===== src/bcss_regs.svh =====
// Constants for the bus cycle status and memory select block
// Notes on behaviour
// - Status lines encode cycle: 0 reserved,1 io rd,2 io wr,3 halt,4 fetch,5 mem rd,6 mem wr,7 passive.
// - Top status bit marks memory versus I/O; middle bit marks transmit versus receive.
// - Status lines float in hold, float with pullup during reset.
// - High byte write strobe is AND of active-low byte enable and write strobe.
// - Low byte write strobe is AND of address bit zero and write strobe.
// - Write strobe asserts when bus data is to be written.
// - Write strobe floats with pullup in hold or reset.
// - Lower select asserts for memory accesses inside programmable lower block up to 512 Kbyte; the code does not limit i_lower_mask to that size.
// - Lower and midrange regions each choose 8-bit or 16-bit bus width.
// - Lower select floats with pullup in hold or reset.
// - Each of four midrange selects asserts for accesses to its own sub-region.
// - Midrange selects float with pullups in hold or reset.
// - A setting lets midrange select zero cover the whole midrange range.
// - Midrange selects follow muxed bus timing; lower select follows earlier address timing.
// - Queue lines: 01 first opcode byte, 10 queue initialised, 11 subsequent byte.
// - Byte enable and bit zero: 00 word, 01 high byte, 10 low byte, 11 refresh.
// - On hold request finish current cycle, then acknowledge until request withdrawn.
`ifndef BCSS_REGS_SVH
`define BCSS_REGS_SVH
`define BCSS_ST_RESERVED 3'h0
`define BCSS_ST_IO_RD 3'h1
`define BCSS_ST_IO_WR 3'h2
`define BCSS_ST_HALT 3'h3
`define BCSS_ST_FETCH 3'h4
`define BCSS_ST_MEM_RD 3'h5
`define BCSS_ST_MEM_WR 3'h6
`define BCSS_ST_PASSIVE 3'h7
`define BCSS_ST_MEM_BIT 2
`define BCSS_ST_DIR_BIT 1
`define BCSS_QS_NONE 2'h0
`define BCSS_QS_FIRST 2'h1
`define BCSS_QS_INIT 2'h2
`define BCSS_QS_NEXT 2'h3
`define BCSS_LOWER_MAX_BYTES 20'h80000
`endif


===== src/bcss_pkg.sv =====
// Types for the bus cycle status and memory select block
`default_nettype none
package bcss_pkg;
    typedef enum logic [3:0] {
        BCSS_IDLE = 4'h1,
        BCSS_ADDR = 4'h2,
        BCSS_DATA = 4'h4,
        BCSS_HOLD = 4'h8
    } bcss_state_e;
endpackage
`default_nettype wire


===== src/bcss_bus_status.sv =====
// Bus cycle status, write strobes, queue status and memory selects
`timescale 1ns/100ps
`default_nettype none
`include "bcss_regs.svh"
module bcss_bus_status #(
    parameter int ADDR_W = 20
)(
    // Clock and reset
    input wire logic i_sys_clk,
    input wire logic i_rst_n,
    // Core cycle request
    input wire logic i_cyc_start,
    input wire logic [2:0] i_cyc_type,
    input wire logic [ADDR_W-1:0] i_cyc_addr,
    input wire logic i_byte_high_enable_n,
    input wire logic i_muxed_addr_bit_zero,
    input wire logic i_cyc_last,
    // Queue activity
    input wire logic i_q_first,
    input wire logic i_q_init,
    input wire logic i_q_next,
    // Hold
    input wire logic i_hold_req,
    // Region configuration
    input wire logic [ADDR_W-1:0] i_lower_base,
    input wire logic [ADDR_W-1:0] i_lower_mask,
    input wire logic [ADDR_W-1:0] i_mid_base,
    input wire logic [ADDR_W-1:0] i_mid_mask,
    input wire logic [1:0] i_mid_sub_shift,
    input wire logic i_mid_zero_whole,
    input wire logic i_lower_bus8,
    input wire logic i_mid_bus8,
    // Status and strobes
    output logic [2:0] o_bus_cycle_status_lines,
    output logic o_status_oe_n,
    output logic o_write_strobe_n,
    output logic o_write_high_byte_strobe_n,
    output logic o_write_low_byte_strobe_n,
    output logic o_strobe_oe_n,
    output logic [1:0] o_byte_code,
    output logic o_refresh_cycle,
    // Selects
    output logic o_lower_memory_select_n,
    output logic [3:0] o_midrange_memory_selects_n,
    output logic o_select_oe_n,
    output logic o_bus_size8,
    // Queue and hold
    output logic [1:0] o_queue_activity_lines,
    output logic o_hold_acknowledge,
    output logic o_busy
);
    bcss_pkg::bcss_state_e state_reg, state_next;
    logic [2:0] type_reg;
    logic [ADDR_W-1:0] addr_reg;
    logic bhe_n_reg, a0_reg;
    logic [1:0] qs_reg;
    logic lcs_reg;
    logic [3:0] mcs_reg;

    // ****************************************
    // Decode
    // ****************************************
    wire is_mem = type_reg[`BCSS_ST_MEM_BIT];
    wire is_wr = type_reg[`BCSS_ST_DIR_BIT] & ~type_reg[0];
    wire active = (state_reg == bcss_pkg::BCSS_ADDR) || (state_reg == bcss_pkg::BCSS_DATA);
    wire take_start = (state_reg == bcss_pkg::BCSS_IDLE) && (state_next == bcss_pkg::BCSS_ADDR);
    // Lower match works on the incoming request so the select can ride the address phase
    wire in_lower = i_cyc_type[`BCSS_ST_MEM_BIT] &&
                    ((i_cyc_addr & ~i_lower_mask) == (i_lower_base & ~i_lower_mask));
    wire in_mid = is_mem && ((addr_reg & ~i_mid_mask) == (i_mid_base & ~i_mid_mask));
    wire [ADDR_W-1:0] mid_off = (addr_reg & i_mid_mask) >> i_mid_sub_shift;
    wire [ADDR_W-1:0] mid_q = i_mid_mask >> i_mid_sub_shift;
    // Last offset of the third quarter, so the fourth quarter starts exactly on its boundary
    wire [ADDR_W-1:0] mid_q3 = (mid_q >> 1) + (mid_q >> 2) + {{(ADDR_W-1){1'b0}}, 1'b1};
    wire [1:0] mid_idx = (mid_off > (mid_q >> 1)) ? ((mid_off > mid_q3) ? 2'h3 : 2'h2)
                       : ((mid_off > (mid_q >> 2)) ? 2'h1 : 2'h0);
    wire [1:0] mid_sel_idx = i_mid_zero_whole ? 2'h0 : mid_idx;
    wire hold_state = (state_reg == bcss_pkg::BCSS_HOLD);

    // ****************************************
    // Cycle sequencer
    // ****************************************
    always_comb
    begin
        state_next = state_reg;
        case (state_reg)
            bcss_pkg::BCSS_IDLE:
            begin
                if (i_hold_req)
                    state_next = bcss_pkg::BCSS_HOLD;
                else if (i_cyc_start)
                    state_next = bcss_pkg::BCSS_ADDR;
            end
            bcss_pkg::BCSS_ADDR: state_next = bcss_pkg::BCSS_DATA;
            bcss_pkg::BCSS_DATA:
            begin
                if (i_cyc_last)
                    state_next = i_hold_req ? bcss_pkg::BCSS_HOLD : bcss_pkg::BCSS_IDLE;
            end
            bcss_pkg::BCSS_HOLD:
            begin
                if (!i_hold_req)
                    state_next = bcss_pkg::BCSS_IDLE;
            end
            default: state_next = bcss_pkg::BCSS_IDLE;
        endcase
    end

    always_ff @(posedge i_sys_clk or negedge i_rst_n)
    begin
        if (!i_rst_n)
        begin
            state_reg <= bcss_pkg::BCSS_IDLE;
            type_reg <= `BCSS_ST_PASSIVE;
            addr_reg <= '0;
            bhe_n_reg <= 1'b1;
            a0_reg <= 1'b1;
        end
        else
        begin
            state_reg <= state_next;
            if (state_reg == bcss_pkg::BCSS_IDLE && state_next == bcss_pkg::BCSS_ADDR)
            begin
                type_reg <= i_cyc_type;
                addr_reg <= i_cyc_addr;
                bhe_n_reg <= i_byte_high_enable_n;
                a0_reg <= i_muxed_addr_bit_zero;
            end
            else if (state_next == bcss_pkg::BCSS_IDLE || state_next == bcss_pkg::BCSS_HOLD)
                type_reg <= `BCSS_ST_PASSIVE;
        end
    end

    // ****************************************
    // Selects and queue status
    // ****************************************
    always_ff @(posedge i_sys_clk or negedge i_rst_n)
    begin
        if (!i_rst_n)
        begin
            lcs_reg <= 1'b0;
            mcs_reg <= 4'h0;
            qs_reg <= `BCSS_QS_NONE;
        end
        else
        begin
            // Lower select spans address and data phase, midranges only the data phase
            lcs_reg <= take_start ? in_lower : (lcs_reg && state_next == bcss_pkg::BCSS_DATA);
            mcs_reg <= (state_next == bcss_pkg::BCSS_DATA && in_mid) ? (4'h1 << mid_sel_idx) : 4'h0;
            if (i_q_init)
                qs_reg <= `BCSS_QS_INIT;
            else if (i_q_first)
                qs_reg <= `BCSS_QS_FIRST;
            else if (i_q_next)
                qs_reg <= `BCSS_QS_NEXT;
            else
                qs_reg <= `BCSS_QS_NONE;
        end
    end

    // ****************************************
    // Outputs
    // ****************************************
    logic wr_reg;
    always_ff @(posedge i_sys_clk or negedge i_rst_n)
    begin
        if (!i_rst_n)
            wr_reg <= 1'b0;
        else
            wr_reg <= (state_next == bcss_pkg::BCSS_DATA) && (state_reg != bcss_pkg::BCSS_IDLE) && is_wr;
    end

    assign o_bus_cycle_status_lines = type_reg;
    assign o_status_oe_n = ~i_rst_n | hold_state;
    assign o_write_strobe_n = ~wr_reg;
    assign o_write_high_byte_strobe_n = bhe_n_reg | ~wr_reg;
    assign o_write_low_byte_strobe_n = a0_reg | ~wr_reg;
    assign o_strobe_oe_n = ~i_rst_n | hold_state;
    assign o_byte_code = {bhe_n_reg, a0_reg};
    assign o_refresh_cycle = active && bhe_n_reg && a0_reg;
    assign o_lower_memory_select_n = ~lcs_reg;
    assign o_midrange_memory_selects_n = ~mcs_reg;
    assign o_select_oe_n = ~i_rst_n | hold_state;
    assign o_bus_size8 = (lcs_reg & i_lower_bus8) | ((|mcs_reg) & i_mid_bus8);
    assign o_queue_activity_lines = qs_reg;
    assign o_hold_acknowledge = hold_state;
    assign o_busy = active;

    // ****************************************
    // Assertions
    // ****************************************
    AST_WR_IN_DATA: assert property (@(posedge i_sys_clk) disable iff (!i_rst_n)
        !o_write_strobe_n |-> o_bus_cycle_status_lines inside {`BCSS_ST_IO_WR, `BCSS_ST_MEM_WR})
        else $error("Write strobe outside a write cycle");
    AST_WHB_AND: assert property (@(posedge i_sys_clk) disable iff (!i_rst_n)
        o_write_high_byte_strobe_n == (o_byte_code[1] | o_write_strobe_n))
        else $error("High byte strobe mismatch");
    AST_WLB_AND: assert property (@(posedge i_sys_clk) disable iff (!i_rst_n)
        o_write_low_byte_strobe_n == (o_byte_code[0] | o_write_strobe_n))
        else $error("Low byte strobe mismatch");
    AST_HOLD_FLOAT: assert property (@(posedge i_sys_clk) disable iff (!i_rst_n)
        o_hold_acknowledge |-> o_status_oe_n && o_strobe_oe_n && o_select_oe_n)
        else $error("Outputs driven during hold");
    AST_QS_NONE: assert property (@(posedge i_sys_clk) disable iff (!i_rst_n)
        !(i_q_first | i_q_init | i_q_next) |=> o_queue_activity_lines == `BCSS_QS_NONE)
        else $error("Queue status not idle");
    AST_QS_INIT: assert property (@(posedge i_sys_clk) disable iff (!i_rst_n)
        i_q_init |=> o_queue_activity_lines == `BCSS_QS_INIT)
        else $error("Queue init not shown");
    AST_MID_ONEHOT: assert property (@(posedge i_sys_clk) disable iff (!i_rst_n)
        $onehot0(~o_midrange_memory_selects_n))
        else $error("More than one midrange select");
    AST_MID_ZERO: assert property (@(posedge i_sys_clk) disable iff (!i_rst_n)
        i_mid_zero_whole && $stable(i_mid_zero_whole) |-> o_midrange_memory_selects_n[3:1] == 3'h7)
        else $error("Whole range mode used upper selects");
    AST_HOLD_ACK: assert property (@(posedge i_sys_clk) disable iff (!i_rst_n)
        (state_reg == bcss_pkg::BCSS_IDLE) && i_hold_req |=> o_hold_acknowledge)
        else $error("Hold not acknowledged");
    AST_MID_LATE: assert property (@(posedge i_sys_clk) disable iff (!i_rst_n)
        $rose(o_busy) |-> o_midrange_memory_selects_n == 4'hF)
        else $error("Midrange select in address phase");
    COV_WRITE: cover property (@(posedge i_sys_clk) disable iff (!i_rst_n) !o_write_strobe_n);
    COV_HOLD: cover property (@(posedge i_sys_clk) disable iff (!i_rst_n) $rose(o_hold_acknowledge));
    COV_LOWER: cover property (@(posedge i_sys_clk) disable iff (!i_rst_n) !o_lower_memory_select_n);
    COV_MID3: cover property (@(posedge i_sys_clk) disable iff (!i_rst_n) !o_midrange_memory_selects_n[3]);
endmodule
`default_nettype wire


===== config.mk =====
export PLATFORM = sky130hd
export DESIGN_NAME = bcss_bus_status
export DESIGN_NICKNAME = d
export VERILOG_FILES = /design/src/bcss_pkg.sv /design/src/bcss_bus_status.sv
export VERILOG_INCLUDE_DIRS = /design/src
export SDC_FILE = /design/constraint.sdc
export NUM_CORES = 1
export LEC_CHECK = 0
export CORE_UTILIZATION = 45
export CTS_BUF_LIST = sky130_fd_sc_hd__clkbuf_8
export DETAILED_ROUTE_END_ITERATION = 10
export DONT_BUFFER_PORTS = 1
export MAX_ROUTING_LAYER = met4
export SLEW_MARGIN = 20
export SYNTH_ARGS = -nofsm -noshare
export SYNTH_HDL_FRONTEND = slang
export SYNTH_SLANG_ARGS = --single-unit

===== constraint.sdc =====
create_clock -name i_sys_clk -period 2.4 [get_ports i_sys_clk]
set_input_delay 0.36 -clock i_sys_clk [delete_from_list [all_inputs] [get_ports i_sys_clk]]
set_output_delay 0.36 -clock i_sys_clk [all_outputs]
set_load 0.05 [all_outputs]

-- Word-level counts from Yosys, hierarchy flattened
Cells that the tools add are included.
- bits in latches: 0
- memories kept: 0
- output and inout port bits: 22
- bits in writable memories: 0
- logic and storage cells: 77
- input bits: 118
- memory bits (read-only): 0
- flip-flop bits (word level): 37
- $mul: 0
- shift operators: 3
- add/sub/neg operators: 2
- order comparisons: 3
- equal/unequal tests: 11
- div/mod/pow operators: 0
- bitwise logic cells: 19
- reductions and logical operators: 13
- multiplexer cells: 17
- operators by type and width (operator ; count):
    $and A20 B20 Y20 ; 5
    $eq A20 B20 Y1 ; 2
    $not A20 Y20 ; 2
    $shr A20 B2 Y20 ; 2
    $mux W4 ; 6
    $add A19 B18 Y20 ; 1
    $add A20 B1 Y20 const B ; 1
    $gt A20 B18 Y1 ; 1
    $gt A20 B19 Y1 ; 1
    $gt A20 B20 Y1 ; 1
    $pmux W4 S4 ; 1
    $mux W2 ; 5
    $logic_and A1 B1 Y1 ; 9
    $eq A4 B1 Y1 const B ; 2
    $eq A4 B2 Y1 const B ; 2
    $eq A4 B3 Y1 const B ; 2
    $eq A4 B4 Y1 const B ; 2
    $mux W3 ; 2
    $ne A4 B1 Y1 const B ; 1
    $not A1 Y1 ; 4
    $not A4 Y4 ; 1
    $or A1 B1 Y1 ; 4
    $reduce_or A4 Y1 ; 1
    $shl A1 B2 Y4 const A ; 1
    other kinds (4) ; 9

-- Logic depth before layout (Yosys ltp)
- depth after elaboration: 9
- depth in mapped cells: 20
- mapped depth without buffers: 18

-- Worst setup path after synthesis
OpenSTA, ideal clock, no wires.
- path kind: input to register
- from: input port i_mid_sub_shift[1]
- to: register mcs_reg[2]
- data required time: 2.333 ns
- arrival: 4.558 ns
- stages: 18
- path buffers: 2
- path slack: -2.225 ns
- library setup time: 0.067 ns
- cells stage by stage: buf_2 > buf_1 > mux2_2 > o21ai_0 > inv_1 > ha_1 > nor2b_1 > o31a_1 > o311ai_2 > o211ai_1 > a21o_1 > xor2_1 > ha_1 > a21o_1 > a21o_1 > a2111oi_0 > a31oi_1 > and3b_1
- word-level cells in the longest chain between the ends: 9
- elaborated cells on any way between the ends: 13
- classes of those cells: add/sub (2); order compare (3); shift (3); mux (5)
- ends and longest elaborated chain (item ; RTL line ; source):
    from (decl) ; bcss_bus_status.sv:29 ; input wire logic [1:0] i_mid_sub_shift,
    $shr A20 B2 Y20 ; bcss_bus_status.sv:72 ; wire [ADDR_W-1:0] mid_q = i_mid_mask >> i_mid_sub_shift;
    $add A19 B18 Y20 ; bcss_bus_status.sv:74 ; wire [ADDR_W-1:0] mid_q3 = (mid_q >> 1) + (mid_q >> 2) + {{(ADDR_W-1){1'b0}}, 1'b1};
    $add A20 B1 Y20 ; bcss_bus_status.sv:74 ;
    $gt A20 B20 Y1 ; bcss_bus_status.sv:75 ; wire [1:0] mid_idx = (mid_off > (mid_q >> 1)) ? ((mid_off > mid_q3) ? 2'h3 : 2'h2)
    $mux W1 ; bcss_bus_status.sv:75 ;
    $mux W2 * ; bcss_bus_status.sv:75 ;
    $mux W2 * ; bcss_bus_status.sv:77 ; wire [1:0] mid_sel_idx = i_mid_zero_whole ? 2'h0 : mid_idx;
    $shl A1 B2 Y4 * ; bcss_bus_status.sv:149 ; mcs_reg <= (state_next == bcss_pkg::BCSS_DATA && in_mid) ? (4'h1 << mid_sel_idx) : 4'h0;
    $mux W4 * ; bcss_bus_status.sv:149 ;
    to (signal assigned) ; bcss_bus_status.sv:149 ;
    to (decl) ; bcss_bus_status.sv:58 ; logic [3:0] mcs_reg;
Mark *: on every way between the ends. The rest lies on a longest branch, timed or not.
A chain may end at the register's enable or synchronous reset.

-- Final worst setup path
Ends and elaborated chain as after synthesis.

==> metrics.cfg <==
[yosys]
ys_seq_area_frac=0.1783
ys_ff_latch=37
syn_inst=624
synth_async_sr_flop_share=1.000
synthesis.area_um2=5236
avgSynthCellArea_um2=8.391
synthFlopType=dfrtp_1
ys_types=62
yosys_warnings=0
synth_nets=820
synth-edff-count=0

[routing]
route.detailed.drc=0
avgRoutedWirePerCell_um=17.50
vias_per_cell=5.759
firstDrtPassIters=4
drt_wl_total_mm=15.80
first_iter_violations=118
vias=5200
ant_nets=0

[hold_path]
hp-start=i_q_init
hold_class=in -> reg

[status]
status=finished, violations left
violations=setup timing

[worst_setup_path]
worstSetupStartpoint=i_mid_sub_shift[1]
reg2reg_slack_ns=-0.21
endpoint_kind=register
path_class=in -> reg
start_kind=primary input
r2r-start=addr_reg[16]$_DFFE_PN0P_
cp_max_fo=33
critPathRequiredTime_ns=2.64
cp.arrival_ns=3.92

[power]
ir_drop_mv=0.5862
power-per-cell-area_nw_per_um2=736.0
power_leakage_uw=0.003259

[clock_network]
numCtsBuffers=5
cts_tree=built
numClockSinks=37
clkTransAtPathRegs_ns=0.08
cts_htree_levels=2
root_buffer=clkbuf_8
cts_buffer_depth=2
clk_latency_ns=0.29

[timing]
rsz0062_at_grt=yes
hold_ws_ns=0.1201
relSlewSlack=0.6526
skew_ns=0.005846
fin_crit_ns=3.679
drv_slew=0
tightest_slew_ns=0.5233
timing.fmax_mhz=271.8
finalHoldViolCount=0
period_share=1.533
fin_ws_ns=-1.279
finalSetupViolCount=4

[floorplan]
die_h_um=109.9
die_w_um=109.9
core-area_um2=11370
start_util=0.4605
die-area_um2=12070
ios=140
num_rows=39

[placed_design]
dp_hpwl_mm=13.51
gp_congestion=0.9486
numPortBuffers=0
placed_cell_area_um2=6725

[job]
maxCapViolCount=0

[final_layout]
final_area_um2=7083
final_nets=954
multi_input_area_um2=4578
fill_cells=991
area_delta_synth_final_pct=35.27
layout_common_cells=144 x buf_4, 62 x ha_1, 46 x xnor2_1
largest_reg_flops=20
final_common_cell=buf_4
drive_gt1_frac=0.3926
regArea_um2=933.4

[global_routing]
grtUsageTotal=0.2785
antenna_found_initial=1
grt_pass1_wl_mm=25.07
grt_max_degree=46
grt_overflow=0
grt_pass1_vias=5300

==> routing by layer <==
metal / routed length (um) / track usage
met1: 6676 / 0.3244
met2: 8059 / 0.4888
met3: 593 / 0.03497
met4: 473 / 0.1000
met5: 0 / -
==> power breakdown <==
part	total [uW]	switching, uW	internal [uW]
sequential	1160	287	869
combinational	3590	1670	1920
clock	464	231	233
==> worst max-delay path, stage by stage <==
cell       delay (ns)
mux2_4           0.29
or2_4            0.24
o21ai_4          0.09
inv_2            0.08
ha_4             0.23
nor2b_4          0.12
o31a_1           0.28
o311ai_4         0.36
o211ai_1         0.17
a21o_1           0.20
xor2_1           0.15
ha_1             0.29
a21o_1           0.18
a21o_1           0.18
a2111oi_4        0.32
a31oi_2          0.16
and3b_1          0.23
==> Yosys cell counts, types with 4 or more instances <==
master / instances / share of area
or2_2: 16 / 0.019
and4_1: 5 / 0.0084
a21o_1: 18 / 0.026
o31ai_1: 5 / 0.0072
o21a_1: 9 / 0.013
nand2_1: 34 / 0.024
a31oi_1: 18 / 0.022
o22a_1: 4 / 0.0067
inv_1: 36 / 0.026
mux2i_1: 17 / 0.032
nor2b_1: 5 / 0.0060
and3_1: 7 / 0.0084
dfstp_2: 6 / 0.030
mux2_2: 36 / 0.077
clkbuf_1: 9 / 0.0065
o21ai_0: 39 / 0.037
nand3_1: 14 / 0.013
nand2b_1: 9 / 0.011
xnor2_1: 46 / 0.077
xor2_1: 8 / 0.013
nand4_1: 10 / 0.012
o211ai_1: 4 / 0.0057
o22ai_1: 20 / 0.024
a21oi_1: 34 / 0.032
dfrtp_1: 31 / 0.15
nor3_1: 10 / 0.0096
buf_2: 4 / 0.0038
buf_4: 4 / 0.0057
nor2_1: 41 / 0.029
and2_1: 5 / 0.0060
ha_1: 77 / 0.18
==> metrics by stage <==
stage | setup TNS [ns] | util | cells | power (uW) | worst slack (ns)
after global routing | -3.437 | 0.6230 | 903 | 5654 | -1.416
final | -2.943 | 0.6230 | 903 | 5213 | -1.279
after global placement | -3.896 | 0.5915 | 886 | 4417 | -1.461
after CTS | -2.805 | 0.6146 | 901 | 5150 | -1.238
after detailed placement | -4.474 | 0.5915 | 886 | 4523 | -1.561
after floorplan | -3.400 | - | 624 | 3321 | -1.439
==> layout make-up <==
cell class | instances | area share
antenna | 1 | 0.0003533
clock buffer | 6 | 0.01166
clock inverter | 2 | 0.001943
inverter | 37 | 0.02014
multi-input combinational | 529 | 0.6464
sequential | 37 | 0.1318
tap | 143 | 0.02526
timing repair buffer | 148 | 0.1625
==> worst paths after layout <==
check,end,cells past startpoint
max,mcs_reg[2]$_DFF_PN0_,17
min,o_queue_activity_lines[0]$_DFF_PN0_,1
max reg2reg,mcs_reg[1]$_DFF_PN0_,11
min reg2reg,addr_reg[0]$_DFFE_PN0P_,1
max in group asynchronous,o_bus_cycle_status_lines[2]$_DFFE_PN1P_,2
min in group asynchronous,mcs_reg[3]$_DFF_PN0_,2
==> cells by family after synthesis <==
group	share of synthesized area
buf+inv	0.04683
simple gates	0.1744
mux	0.1099
compound gates	0.2124
flops	0.1783
xor+xnor	0.09032
fa+ha+maj	0.1878
==> what timing repair did <==
item                                    CTS  global route
hold endpoints to repair                 37             0
resized for setup                        23            19
pin swaps                                17            19
endpoints found under the setup margin    4             4
buffers inserted                          5             1
hold buffers                              2             0
(Power assumes the default switching activity.)
